**config.mk**
```make
export PLATFORM = sky130hd
export DESIGN_NAME = fuar_regs
export DESIGN_NICKNAME = d
export VERILOG_FILES = /design/src/hw/fuar_pkg.sv /design/src/hw/fuar_regs.sv
export SDC_FILE = /design/constraint.sdc
export NUM_CORES = 1
export LEC_CHECK = 0
export BUFFER_PORTS_ARGS = -buffer_cell sky130_fd_sc_hd__buf_2
export CELL_PAD_IN_SITES_DETAIL_PLACEMENT = 0
export CELL_PAD_IN_SITES_GLOBAL_PLACEMENT = 1
export CORE_MARGIN = 4
export CORE_UTILIZATION = 45
export CTS_CLUSTER_DIAMETER = 150
export DETAILED_ROUTE_END_ITERATION = 16
export PLACE_DENSITY_LB_ADDON = 0.1
export SYNTH_ARGS = -nofsm -noshare
export SYNTH_HDL_FRONTEND = slang
export SYNTH_SLANG_ARGS = --single-unit
```
**constraint.sdc**
```tcl
create_clock -name aclk -period 5.2 [get_ports aclk]
set_input_delay 0.52 -clock aclk [delete_from_list [all_inputs] [get_ports aclk]]
set_output_delay 0.52 -clock aclk [all_outputs]
set_load 0.01 [all_outputs]
```
**src/hw/fuar_pkg.sv**
```systemverilog
package fuar_pkg;

  // Register offsets (byte addresses, one aligned word each)
  localparam logic [7:0]  OFF_KEY    = 8'h00;
  localparam logic [7:0]  OFF_ADDR   = 8'h04;
  localparam logic [7:0]  OFF_CTRL   = 8'h08;
  localparam logic [7:0]  OFF_STAT   = 8'h0c;
  localparam logic [7:0]  OFF_LAST   = 8'h10;

  // Control register layout
  localparam int          CTRL_OP_LSB = 0;
  localparam int          CTRL_GO_BIT = 15;
  localparam logic [31:0] CTRL_RESET  = 32'h0000_0000;

  // Status register layout
  localparam int          STAT_ARMED_BIT   = 0;
  localparam int          STAT_REFUSED_BIT = 1;
  localparam int          STAT_USED_BIT    = 2;

  // Target address reset value (power-on only)
  localparam logic [31:0] ADDR_RESET = 32'h0000_0000;

  // Operation select codes
  localparam logic [3:0]  OP_NONE = 4'h0;
  localparam logic [3:0]  OP_WORD = 4'h1;
  localparam logic [3:0]  OP_QUAD = 4'h2;
  localparam logic [3:0]  OP_ROW  = 4'h3;
  localparam logic [3:0]  OP_PAGE = 4'h4;

  // Address bits disregarded per operation
  localparam logic [31:0] MASK_PAGE = 32'h0000_3fff;
  localparam logic [31:0] MASK_ROW  = 32'h0000_07ff;
  localparam logic [31:0] MASK_WORD = 32'h0000_0003;
  localparam logic [31:0] MASK_QUAD = 32'h0000_000f;

  // Unlock key words; values are arbitrary
  localparam logic [31:0] KEY_FIRST  = 32'h1111_2222;
  localparam logic [31:0] KEY_SECOND = 32'h3333_4444;

  // Bus answers
  localparam logic [1:0]  RESP_OKAY   = 2'b00;
  localparam logic [1:0]  RESP_SLVERR = 2'b10;
  localparam logic [31:0] ZERO_WORD   = 32'h0000_0000;

  // Unlock sequence state
  typedef enum logic [1:0] {LK_IDLE, LK_FIRST, LK_ARMED} fuar_lock_t;

  // Launch command towards the flash engine
  typedef struct packed {
    logic [3:0]  op;
    logic        addr_used;
    logic [31:0] addr;
  } fuar_launch_t;

endpackage : fuar_pkg

```
**src/hw/fuar_regs.sv**
```systemverilog
// Local design decisions: register access over AXI4-Lite and the register offsets.
`timescale 1ns/100ps
module fuar_regs
  import fuar_pkg::*;
(
  // Clock and resets
  input  wire logic         aclk,
  input  wire logic         aresetn,
  input  wire logic         por_n,
  // AXI4-Lite write address
  input  wire logic         s_axi_awvalid,
  output logic              s_axi_awready,
  input  wire logic [7:0]   s_axi_awaddr,
  input  wire logic [2:0]   s_axi_awprot,
  // AXI4-Lite write data
  input  wire logic         s_axi_wvalid,
  output logic              s_axi_wready,
  input  wire logic [31:0]  s_axi_wdata,
  input  wire logic [3:0]   s_axi_wstrb,
  // AXI4-Lite write response
  output logic              s_axi_bvalid,
  input  wire logic         s_axi_bready,
  output logic [1:0]        s_axi_bresp,
  // AXI4-Lite read address
  input  wire logic         s_axi_arvalid,
  output logic              s_axi_arready,
  input  wire logic [7:0]   s_axi_araddr,
  input  wire logic [2:0]   s_axi_arprot,
  // AXI4-Lite read data
  output logic              s_axi_rvalid,
  input  wire logic         s_axi_rready,
  output logic [31:0]       s_axi_rdata,
  output logic [1:0]        s_axi_rresp,
  // Launch command to the flash engine
  output logic              launch_valid,
  output fuar_launch_t      launch_cmd
);

  ////////////////////////////////////////////////////////////////////////////
  // Declarations

  // Bus channel state
  logic         aw_held_q, aw_held_d;
  logic [7:0]   awaddr_q,  awaddr_d;
  logic         w_held_q,  w_held_d;
  logic [31:0]  wdata_q,   wdata_d;
  logic [3:0]   wstrb_q,   wstrb_d;
  logic         bvalid_q,  bvalid_d;
  logic [1:0]   bresp_q,   bresp_d;
  logic         rvalid_q,  rvalid_d;
  logic [31:0]  rdata_q,   rdata_d;
  logic [1:0]   rresp_q,   rresp_d;

  // Register contents and unlock sequence
  logic [31:0]  addr_q,    addr_d;
  logic [31:0]  ctrl_q,    ctrl_d;
  fuar_lock_t   lock_q,    lock_d;
  logic         refused_q, refused_d;
  logic         go_q,      go_d;
  fuar_launch_t last_q,    last_d;

  // Decoded write and launch terms
  logic [31:0]  lane_mask;
  logic         wr_fire;
  logic         full_word;
  logic [31:0]  ctrl_new;
  logic [3:0]   op_new;
  logic         launch_go;

  ////////////////////////////////////////////////////////////////////////////
  // Byte lanes of the pending write

  genvar gi;
  generate
    for (gi = 0; gi < 4; gi++) begin : g_lane
      assign lane_mask[8*gi +: 8] = {8{wstrb_q[gi]}};
    end
  endgenerate

  // Write happens once both halves are in and no response is pending
  assign wr_fire   = aw_held_q && w_held_q && !bvalid_q;
  assign full_word = (wstrb_q == 4'hf);
  assign ctrl_new  = (ctrl_q & ~lane_mask) | (wdata_q & lane_mask);
  assign op_new    = ctrl_new[CTRL_OP_LSB +: 4];
  assign launch_go = wr_fire && (awaddr_q == OFF_CTRL) && ctrl_new[CTRL_GO_BIT];

  // Bus handshakes; one transfer of each kind in flight
  assign s_axi_awready = !aw_held_q;
  assign s_axi_wready  = !w_held_q;
  assign s_axi_arready = !rvalid_q;
  assign s_axi_bvalid  = bvalid_q;
  assign s_axi_bresp   = bresp_q;
  assign s_axi_rvalid  = rvalid_q;
  assign s_axi_rdata   = rdata_q;
  assign s_axi_rresp   = rresp_q;
  assign launch_valid  = go_q;
  assign launch_cmd    = last_q;

  ////////////////////////////////////////////////////////////////////////////
  // Address masking by operation

  // Unused codes give a zero address, so a stray op aims nowhere
  function automatic fuar_launch_t mask_addr(input logic [3:0]  op,
                                             input logic [31:0] a);
    fuar_launch_t r;
    r.op        = op;
    r.addr_used = 1'b1;
    r.addr      = a;
    case (op)
      OP_PAGE: r.addr = a & ~MASK_PAGE;
      OP_ROW:  r.addr = a & ~MASK_ROW;
      OP_WORD: r.addr = a & ~MASK_WORD;
      OP_QUAD: r.addr = a & ~MASK_QUAD;
      default: begin
        r.addr_used = 1'b0;
        r.addr      = ZERO_WORD;
      end
    endcase
    return r;
  endfunction : mask_addr

  ////////////////////////////////////////////////////////////////////////////
  // Write channel: address and data taken in either order

  always_comb begin
    aw_held_d = aw_held_q;
    awaddr_d  = awaddr_q;
    w_held_d  = w_held_q;
    wdata_d   = wdata_q;
    wstrb_d   = wstrb_q;
    bvalid_d  = bvalid_q;
    bresp_d   = bresp_q;
    if (s_axi_awvalid && !aw_held_q) begin
      aw_held_d = 1'b1;
      awaddr_d  = s_axi_awaddr;
    end
    if (s_axi_wvalid && !w_held_q) begin
      w_held_d = 1'b1;
      wdata_d  = s_axi_wdata;
      wstrb_d  = s_axi_wstrb;
    end
    if (bvalid_q && s_axi_bready) begin
      bvalid_d = 1'b0;
    end
    if (wr_fire) begin
      // Both halves released together with the response
      aw_held_d = 1'b0;
      w_held_d  = 1'b0;
      bvalid_d  = 1'b1;
      case (awaddr_q)
        OFF_KEY, OFF_ADDR, OFF_CTRL, OFF_STAT, OFF_LAST: bresp_d = RESP_OKAY;
        default:                                         bresp_d = RESP_SLVERR;
      endcase
    end
  end

  // Response waits for bready; the next write queues behind it
  always_ff @(posedge aclk) begin
    if (!aresetn) begin
      aw_held_q <= 1'b0;
      awaddr_q  <= 8'h00;
      w_held_q  <= 1'b0;
      wdata_q   <= ZERO_WORD;
      wstrb_q   <= 4'h0;
      bvalid_q  <= 1'b0;
      bresp_q   <= RESP_OKAY;
    end else begin
      aw_held_q <= aw_held_d;
      awaddr_q  <= awaddr_d;
      w_held_q  <= w_held_d;
      wdata_q   <= wdata_d;
      wstrb_q   <= wstrb_d;
      bvalid_q  <= bvalid_d;
      bresp_q   <= bresp_d;
    end
  end

  ////////////////////////////////////////////////////////////////////////////
  // Read channel: answer one cycle after the address is taken

  // Address decoded straight off the bus in the cycle it is taken
  always_comb begin
    rvalid_d = rvalid_q;
    rdata_d  = rdata_q;
    rresp_d  = rresp_q;
    if (rvalid_q && s_axi_rready) begin
      rvalid_d = 1'b0;
    end
    if (s_axi_arvalid && !rvalid_q) begin
      rvalid_d = 1'b1;
      rresp_d  = RESP_OKAY;
      rdata_d  = ZERO_WORD;
      case (s_axi_araddr)
        OFF_KEY:  rdata_d = ZERO_WORD;
        OFF_ADDR: rdata_d = addr_q;
        OFF_CTRL: rdata_d = ctrl_q;
        OFF_STAT: begin
          rdata_d[STAT_ARMED_BIT]   = (lock_q == LK_ARMED);
          rdata_d[STAT_REFUSED_BIT] = refused_q;
          rdata_d[STAT_USED_BIT]    = last_q.addr_used;
        end
        OFF_LAST: rdata_d = last_q.addr;
        default:  rresp_d = RESP_SLVERR;
      endcase
    end
  end

  // Read data registered so it stands steady while rvalid waits
  always_ff @(posedge aclk) begin
    if (!aresetn) begin
      rvalid_q <= 1'b0;
      rdata_q  <= ZERO_WORD;
      rresp_q  <= RESP_OKAY;
    end else begin
      rvalid_q <= rvalid_d;
      rdata_q  <= rdata_d;
      rresp_q  <= rresp_d;
    end
  end

  ////////////////////////////////////////////////////////////////////////////
  // Target address: survives every reset except power-on

  always_comb begin
    addr_d = addr_q;
    if (wr_fire && awaddr_q == OFF_ADDR) begin
      addr_d = (addr_q & ~lane_mask) | (wdata_q & lane_mask);
    end
  end

  // Kept out of the aresetn branch on purpose
  always_ff @(posedge aclk) begin
    if (!por_n) begin
      addr_q <= ADDR_RESET;
    end else begin
      addr_q <= addr_d;
    end
  end

  ////////////////////////////////////////////////////////////////////////////
  // Unlock sequence, control and launch

  always_comb begin
    lock_d    = lock_q;
    ctrl_d    = ctrl_q;
    refused_d = refused_q;
    go_d      = 1'b0;
    last_d    = last_q;
    if (wr_fire) begin
      // Any register write outside the sequence disarms it
      lock_d = LK_IDLE;
      if (awaddr_q == OFF_KEY && full_word) begin
        if (wdata_q == KEY_FIRST) begin
          lock_d = LK_FIRST;
        end else if (lock_q == LK_FIRST && wdata_q == KEY_SECOND) begin
          lock_d = LK_ARMED;
        end
      end
      if (awaddr_q == OFF_CTRL) begin
        // Go bit is a command and never stored
        ctrl_d              = ctrl_new;
        ctrl_d[CTRL_GO_BIT] = 1'b0;
      end
    end
    if (launch_go) begin
      if (lock_q == LK_ARMED) begin
        // Operation written with the go bit counts
        go_d      = 1'b1;
        last_d    = mask_addr(op_new, addr_q);
        refused_d = 1'b0;
      end else begin
        refused_d = 1'b1;
      end
    end
  end

  // Plain reset drops a half-done unlock sequence as well
  always_ff @(posedge aclk) begin
    if (!aresetn) begin
      lock_q    <= LK_IDLE;
      ctrl_q    <= CTRL_RESET;
      refused_q <= 1'b0;
      go_q      <= 1'b0;
      last_q    <= '0;
    end else begin
      lock_q    <= lock_d;
      ctrl_q    <= ctrl_d;
      refused_q <= refused_d;
      go_q      <= go_d;
      last_q    <= last_d;
    end
  end

endmodule : fuar_regs
```
Word level (Yosys, flattened, before mapping)
Index checks and enable logic that the tools add are counted.
{ "classes": {"eq_ne": 17, "muxes": 15, "bitwise_logic": 7, "n_reduce_logical": 27} }
{ "ops": {"columns": ["cell", "count"], "rows": [
  ["$pmux 32 s4", 1],
  ["$and 32x32->32", 3],
  ["$pmux 29 s3", 1],
  ["$or 32x32->32", 2],
  ["$eq 32x29->1 const B", 1],
  ["$eq 32x30->1 const B", 1],
  ["$eq 8x4->1 const B", 4],
  ["$not 32->32", 1],
  ["$eq 8x3->1 const B", 2],
  ["$eq 8x5->1 const B", 2],
  ["$logic_not 8->1", 2],
  ["$logic_and 1x1->1", 12],
  ["$pmux 3 s4", 1],
  ["$mux 2", 5],
  ["$reduce_or 5->1", 2],
  ["$eq 4x2->1 const B", 2],
  ["$mux 1", 7],
  ["$reduce_and 2->1", 3],
  ["$eq 4x1->1 const B", 1],
  ["$eq 4x3->1 const B", 1],
  ["$eq 4x4->1 const B", 1],
  ["$logic_not 1->1", 4],
  ["$reduce_bool 2->1", 2],
  ["$reduce_or 4->1", 1],
  ["4 further kinds", 4]
]} }
{ "totals": {"ff_bits": 188, "in_bits": 66, "out_inout_bits": 79, "wordCells": 84} }

Depth between registers and ports, before layout
{ "depth": {"word_depth": 6, "mapped_depth": 7, "mapped_depth_nobuf": 4} }

Worst setup path after synthesis
No wires, ideal clock.
{ "synth_path": {"path_type": "input to register", "from": "input port s_axi_araddr[4]", "to": "register rdata_q[22] (netlist: s_axi_rdata[22])", "setup_ns": 0.080, "arrival_ns": 2.096, "required_time_ns": 5.120, "setup_slack_ns": 3.024, "path_stages": 7, "path_buffers": 3, "cell_sequence": "buf_2 or4_4 nor4_1 buf_2 buf_4 a22oi_1 a22oi_1"} }
{ "synth_via": {"elab_chain_cells": 2, "elab_cells_between_ends": 4, "cone_classes": "eq/ne (3); mux (1)"} }
{ "synth_lines": {"columns": ["element", "line_no", "rtl"], "rows": [
  ["start: declaration", "fuar_regs.sv:27", "input wire logic [7:0] s_axi_araddr,"],
  ["$eq 8x5->1 (tied with other cells)", "fuar_regs.sv:193", "case (s_axi_araddr)"],
  ["$pmux 29 s3 *", "fuar_regs.sv:193", null],
  ["end signal: assignment", "fuar_regs.sv:216", "rdata_q <= rdata_d;"],
  ["end: declaration", "fuar_regs.sv:51", "logic [31:0] rdata_q, rdata_d;"]
]} }
Mark *: on every way between the ends. The rest lies on a longest branch, timed or not.
A chain may end at the register's enable or synchronous reset.

Worst setup path in the final report
{ "layout_path": {"from": "input port s_axi_araddr[1]", "to": "register rdata_q[20] (netlist: s_axi_rdata[20])"} }
The elaborated chain is that of the path after synthesis.

==> results.ini <==
[status]
status=finished, final reports clean

[clock_tree]
cts.sinks=184
ctsHtreeMaxLevel=4
worst_skew_pair.late_latency_ns=0.43
post_cts_resized=0
cts_post_setup_buffers_inserted=0
clock_tree.root_cell=sky130_fd_sc_hd__clkbuf_16
numCtsBuffers=17
clk_transition_reported_paths_ns=0.06
tritoncts=built
holdBufCountCts=0
cts-root-to-sink-buffers=2

[global_route]
grt_antenna_before_repair=0
grt_pass1_vias=6146
grt_first_pass_wirelength_um=33300
largest_net_degree_at_the_start_of_global_routing=86
overflow_left_after_global_routing=0
grt_usage=0.228

[run]
drv.max_cap_violation_count=0

[power]
powerDensity_nw_per_um2=334
power.leakage_nw=3.38
peakVddDrop_v=0.000218
power.total_mw=2.97

[critical_path]
crit_path_cell_trace=buf_2, or3_1, nor3_1, nand4b_1, buf_4, a22oi_1
critical_path_required_ns=5.55
arrival_ns=3.04
setup_cp_type=input port to flip-flop
crit_path_max_fanout=15
critical_path.endpoint_type=flip-flop
critical-path-slowest-cell=sky130_fd_sc_hd__nand4b_1
critical_path.max_stage_delay_ns=0.91
setup.worst_path.start_class=input port

[min_path]
min_path_type=input port to flip-flop

[logic_synthesis]
yosys_register_bits=184
synth_top_area_frac=0.488
dominantRegCellSynth=sky130_fd_sc_hd__dfxtp_1
synth.cell_area_um2=7550
number_of_enable_flip_flop_cells_after_synthesis=0
yosysSeqAreaShare=0.488
synthDominantAreaCellType=sky130_fd_sc_hd__dfxtp_1
ys_warn_count=0
synth_async_sr_flop_share=0
synth.top_cells.by_count=sky130_fd_sc_hd__dfxtp_1, sky130_fd_sc_hd__nand2_1, sky130_fd_sc_hd__a22oi_1
yosys.cell_types.count=52
yosysMostFrequentCell=sky130_fd_sc_hd__dfxtp_1
synthesis.instances=832
synthesis.area_per_instance_um2=9.08
yosys-top-cells-area=sky130_fd_sc_hd__dfxtp_1, sky130_fd_sc_hd__a22oi_1, sky130_fd_sc_hd__mux2i_1

[floorplanning]
core_um2=16500
fp.dieH_um=138
pin_count=145
design.die.area_um2=18900
start_util=0.457
die_width_um=138
core.rowCount=47

[timing]
grt_setup_unrepaired=false
clock_skew_ns=0.00594
highest_clock_rate_mhz=371
timing.final.crit_share=0.518
worst_case_headroom_to_the_max_slew_limit=0.172
worst-slew-pin-transition_ns=1.24
tns_ns=0
hold_slack_ns=0.271
report.final.slew_viol_count=0
worst_slack_ns=2.51
hold_viol_final=0
finalCriticalPeriod_ns=2.69
total_of_endpoints_with_negative_setup_slack_in_the_final_report=0

[final_layout]
multi_input_combinational_cell_area_um2=3540
fraction_of_final_layout_cells_with_drive_strength_greater_than_1=0.209
final_net_count=996
layoutNonFillerInstCount=1162
synthToLayoutAreaGrowth_pct=17.8
regArea_um2=3680
fillerInstances=1569
finish.instance_area_um2=8890
n_antenna_cell=0
layout.core_utilization=0.538

[place]
place.port_buffers=134
place_hpwl_um=14700
placement.cell_area_um2=8290
numPlacedInstances=1131
gp_congestion=0.824
detailedPlace.worstSlack_ns=2.17

[drt]
routed-via-count=6522
final_antenna_net_count=0
first_pass_iters=5
drt_wl_total_um=21800
viasPerCell=5.61
drc_errors=0
post_drt_wl_per_cell_um=18.7
drt_iter0_markers=467

cells in the final DEF, fill, tap and decap left out, types with 5 or more instances in the layout:
cell type | netlist | routed
sky130_fd_sc_hd__a21oi_1 | 40 | 40
sky130_fd_sc_hd__a22o_1 | 30 | 30
sky130_fd_sc_hd__a22oi_1 | 84 | 84
sky130_fd_sc_hd__buf_2 | 6 | 134
sky130_fd_sc_hd__buf_4 | 6 | 11
sky130_fd_sc_hd__clkbuf_16 | 0 | 17
sky130_fd_sc_hd__dfxtp_1 | 184 | 184
sky130_fd_sc_hd__inv_1 | 9 | 8
sky130_fd_sc_hd__mux2_2 | 5 | 5
sky130_fd_sc_hd__mux2i_1 | 43 | 43
sky130_fd_sc_hd__nand2_1 | 112 | 111
sky130_fd_sc_hd__nand2b_1 | 6 | 6
sky130_fd_sc_hd__nand3_1 | 73 | 73
sky130_fd_sc_hd__nand4_1 | 6 | 6
sky130_fd_sc_hd__nor2_1 | 54 | 54
sky130_fd_sc_hd__nor3_1 | 5 | 5
sky130_fd_sc_hd__nor4bb_1 | 7 | 7
sky130_fd_sc_hd__o21ai_0 | 42 | 42
per-layer routing:
layer  share of wire  GRT usage  wire [µm]
met5               0          0          0
met4           0.018     0.0782        395
met3           0.061     0.0394       1330
met2            0.47      0.360      10200
met1            0.45      0.316       9870
where the power goes:
part	switching, mW	internal (mW)	total (mW)
Clock	0.548	0.780	1.33
Combinational	0.115	0.0567	0.172
Sequential	0.0361	1.43	1.47
Total	0.700	2.27	2.97
cell families (layout without fill, tap and decap cells):
group	count (synthesis)	in the layout	share of synthesized area
AND/OR/NAND/NOR	306	306	0.207
AO/OA/AOI/OAI	212	212	0.191
flip-flops	184	184	0.488
buffers and inverters	78	185	0.0467
multiplexers	48	48	0.0644
XOR/XNOR	3	3	0.00348
other	1	4	0.000497
layout make-up:
class,count,area share
well taps,220,0.0309
clock buffers,20,0.0513
inverters,9,0.00380
repair buffers,145,0.0847
flip-flops and latches,184,0.414
clock inverters,11,0.0166
multi-input cells,573,0.399
final timing paths:
path | from | endpoint | slack (ns) | cells after the start
worst max-delay path | s_axi_araddr[1] | s_axi_rdata[20] | 2.51 | 6
worst min-delay path | s_axi_rready | s_axi_rvalid | 0.27 | 2
worst max register to register | awaddr_q[0] | launch_cmd[22] | 2.51 | 4
worst min register to register | s_axi_bresp[1] | s_axi_bresp[1] | 0.46 | 2
critical path: cells and delay by family:
kind,cells,cell delay (ns)
AND/OR/NAND/NOR,3,1.69
buffers and inverters,2,0.66
AO/OA/AOI/OAI,1,0.17
No activity file was read; power rests on OpenSTA's default activity.
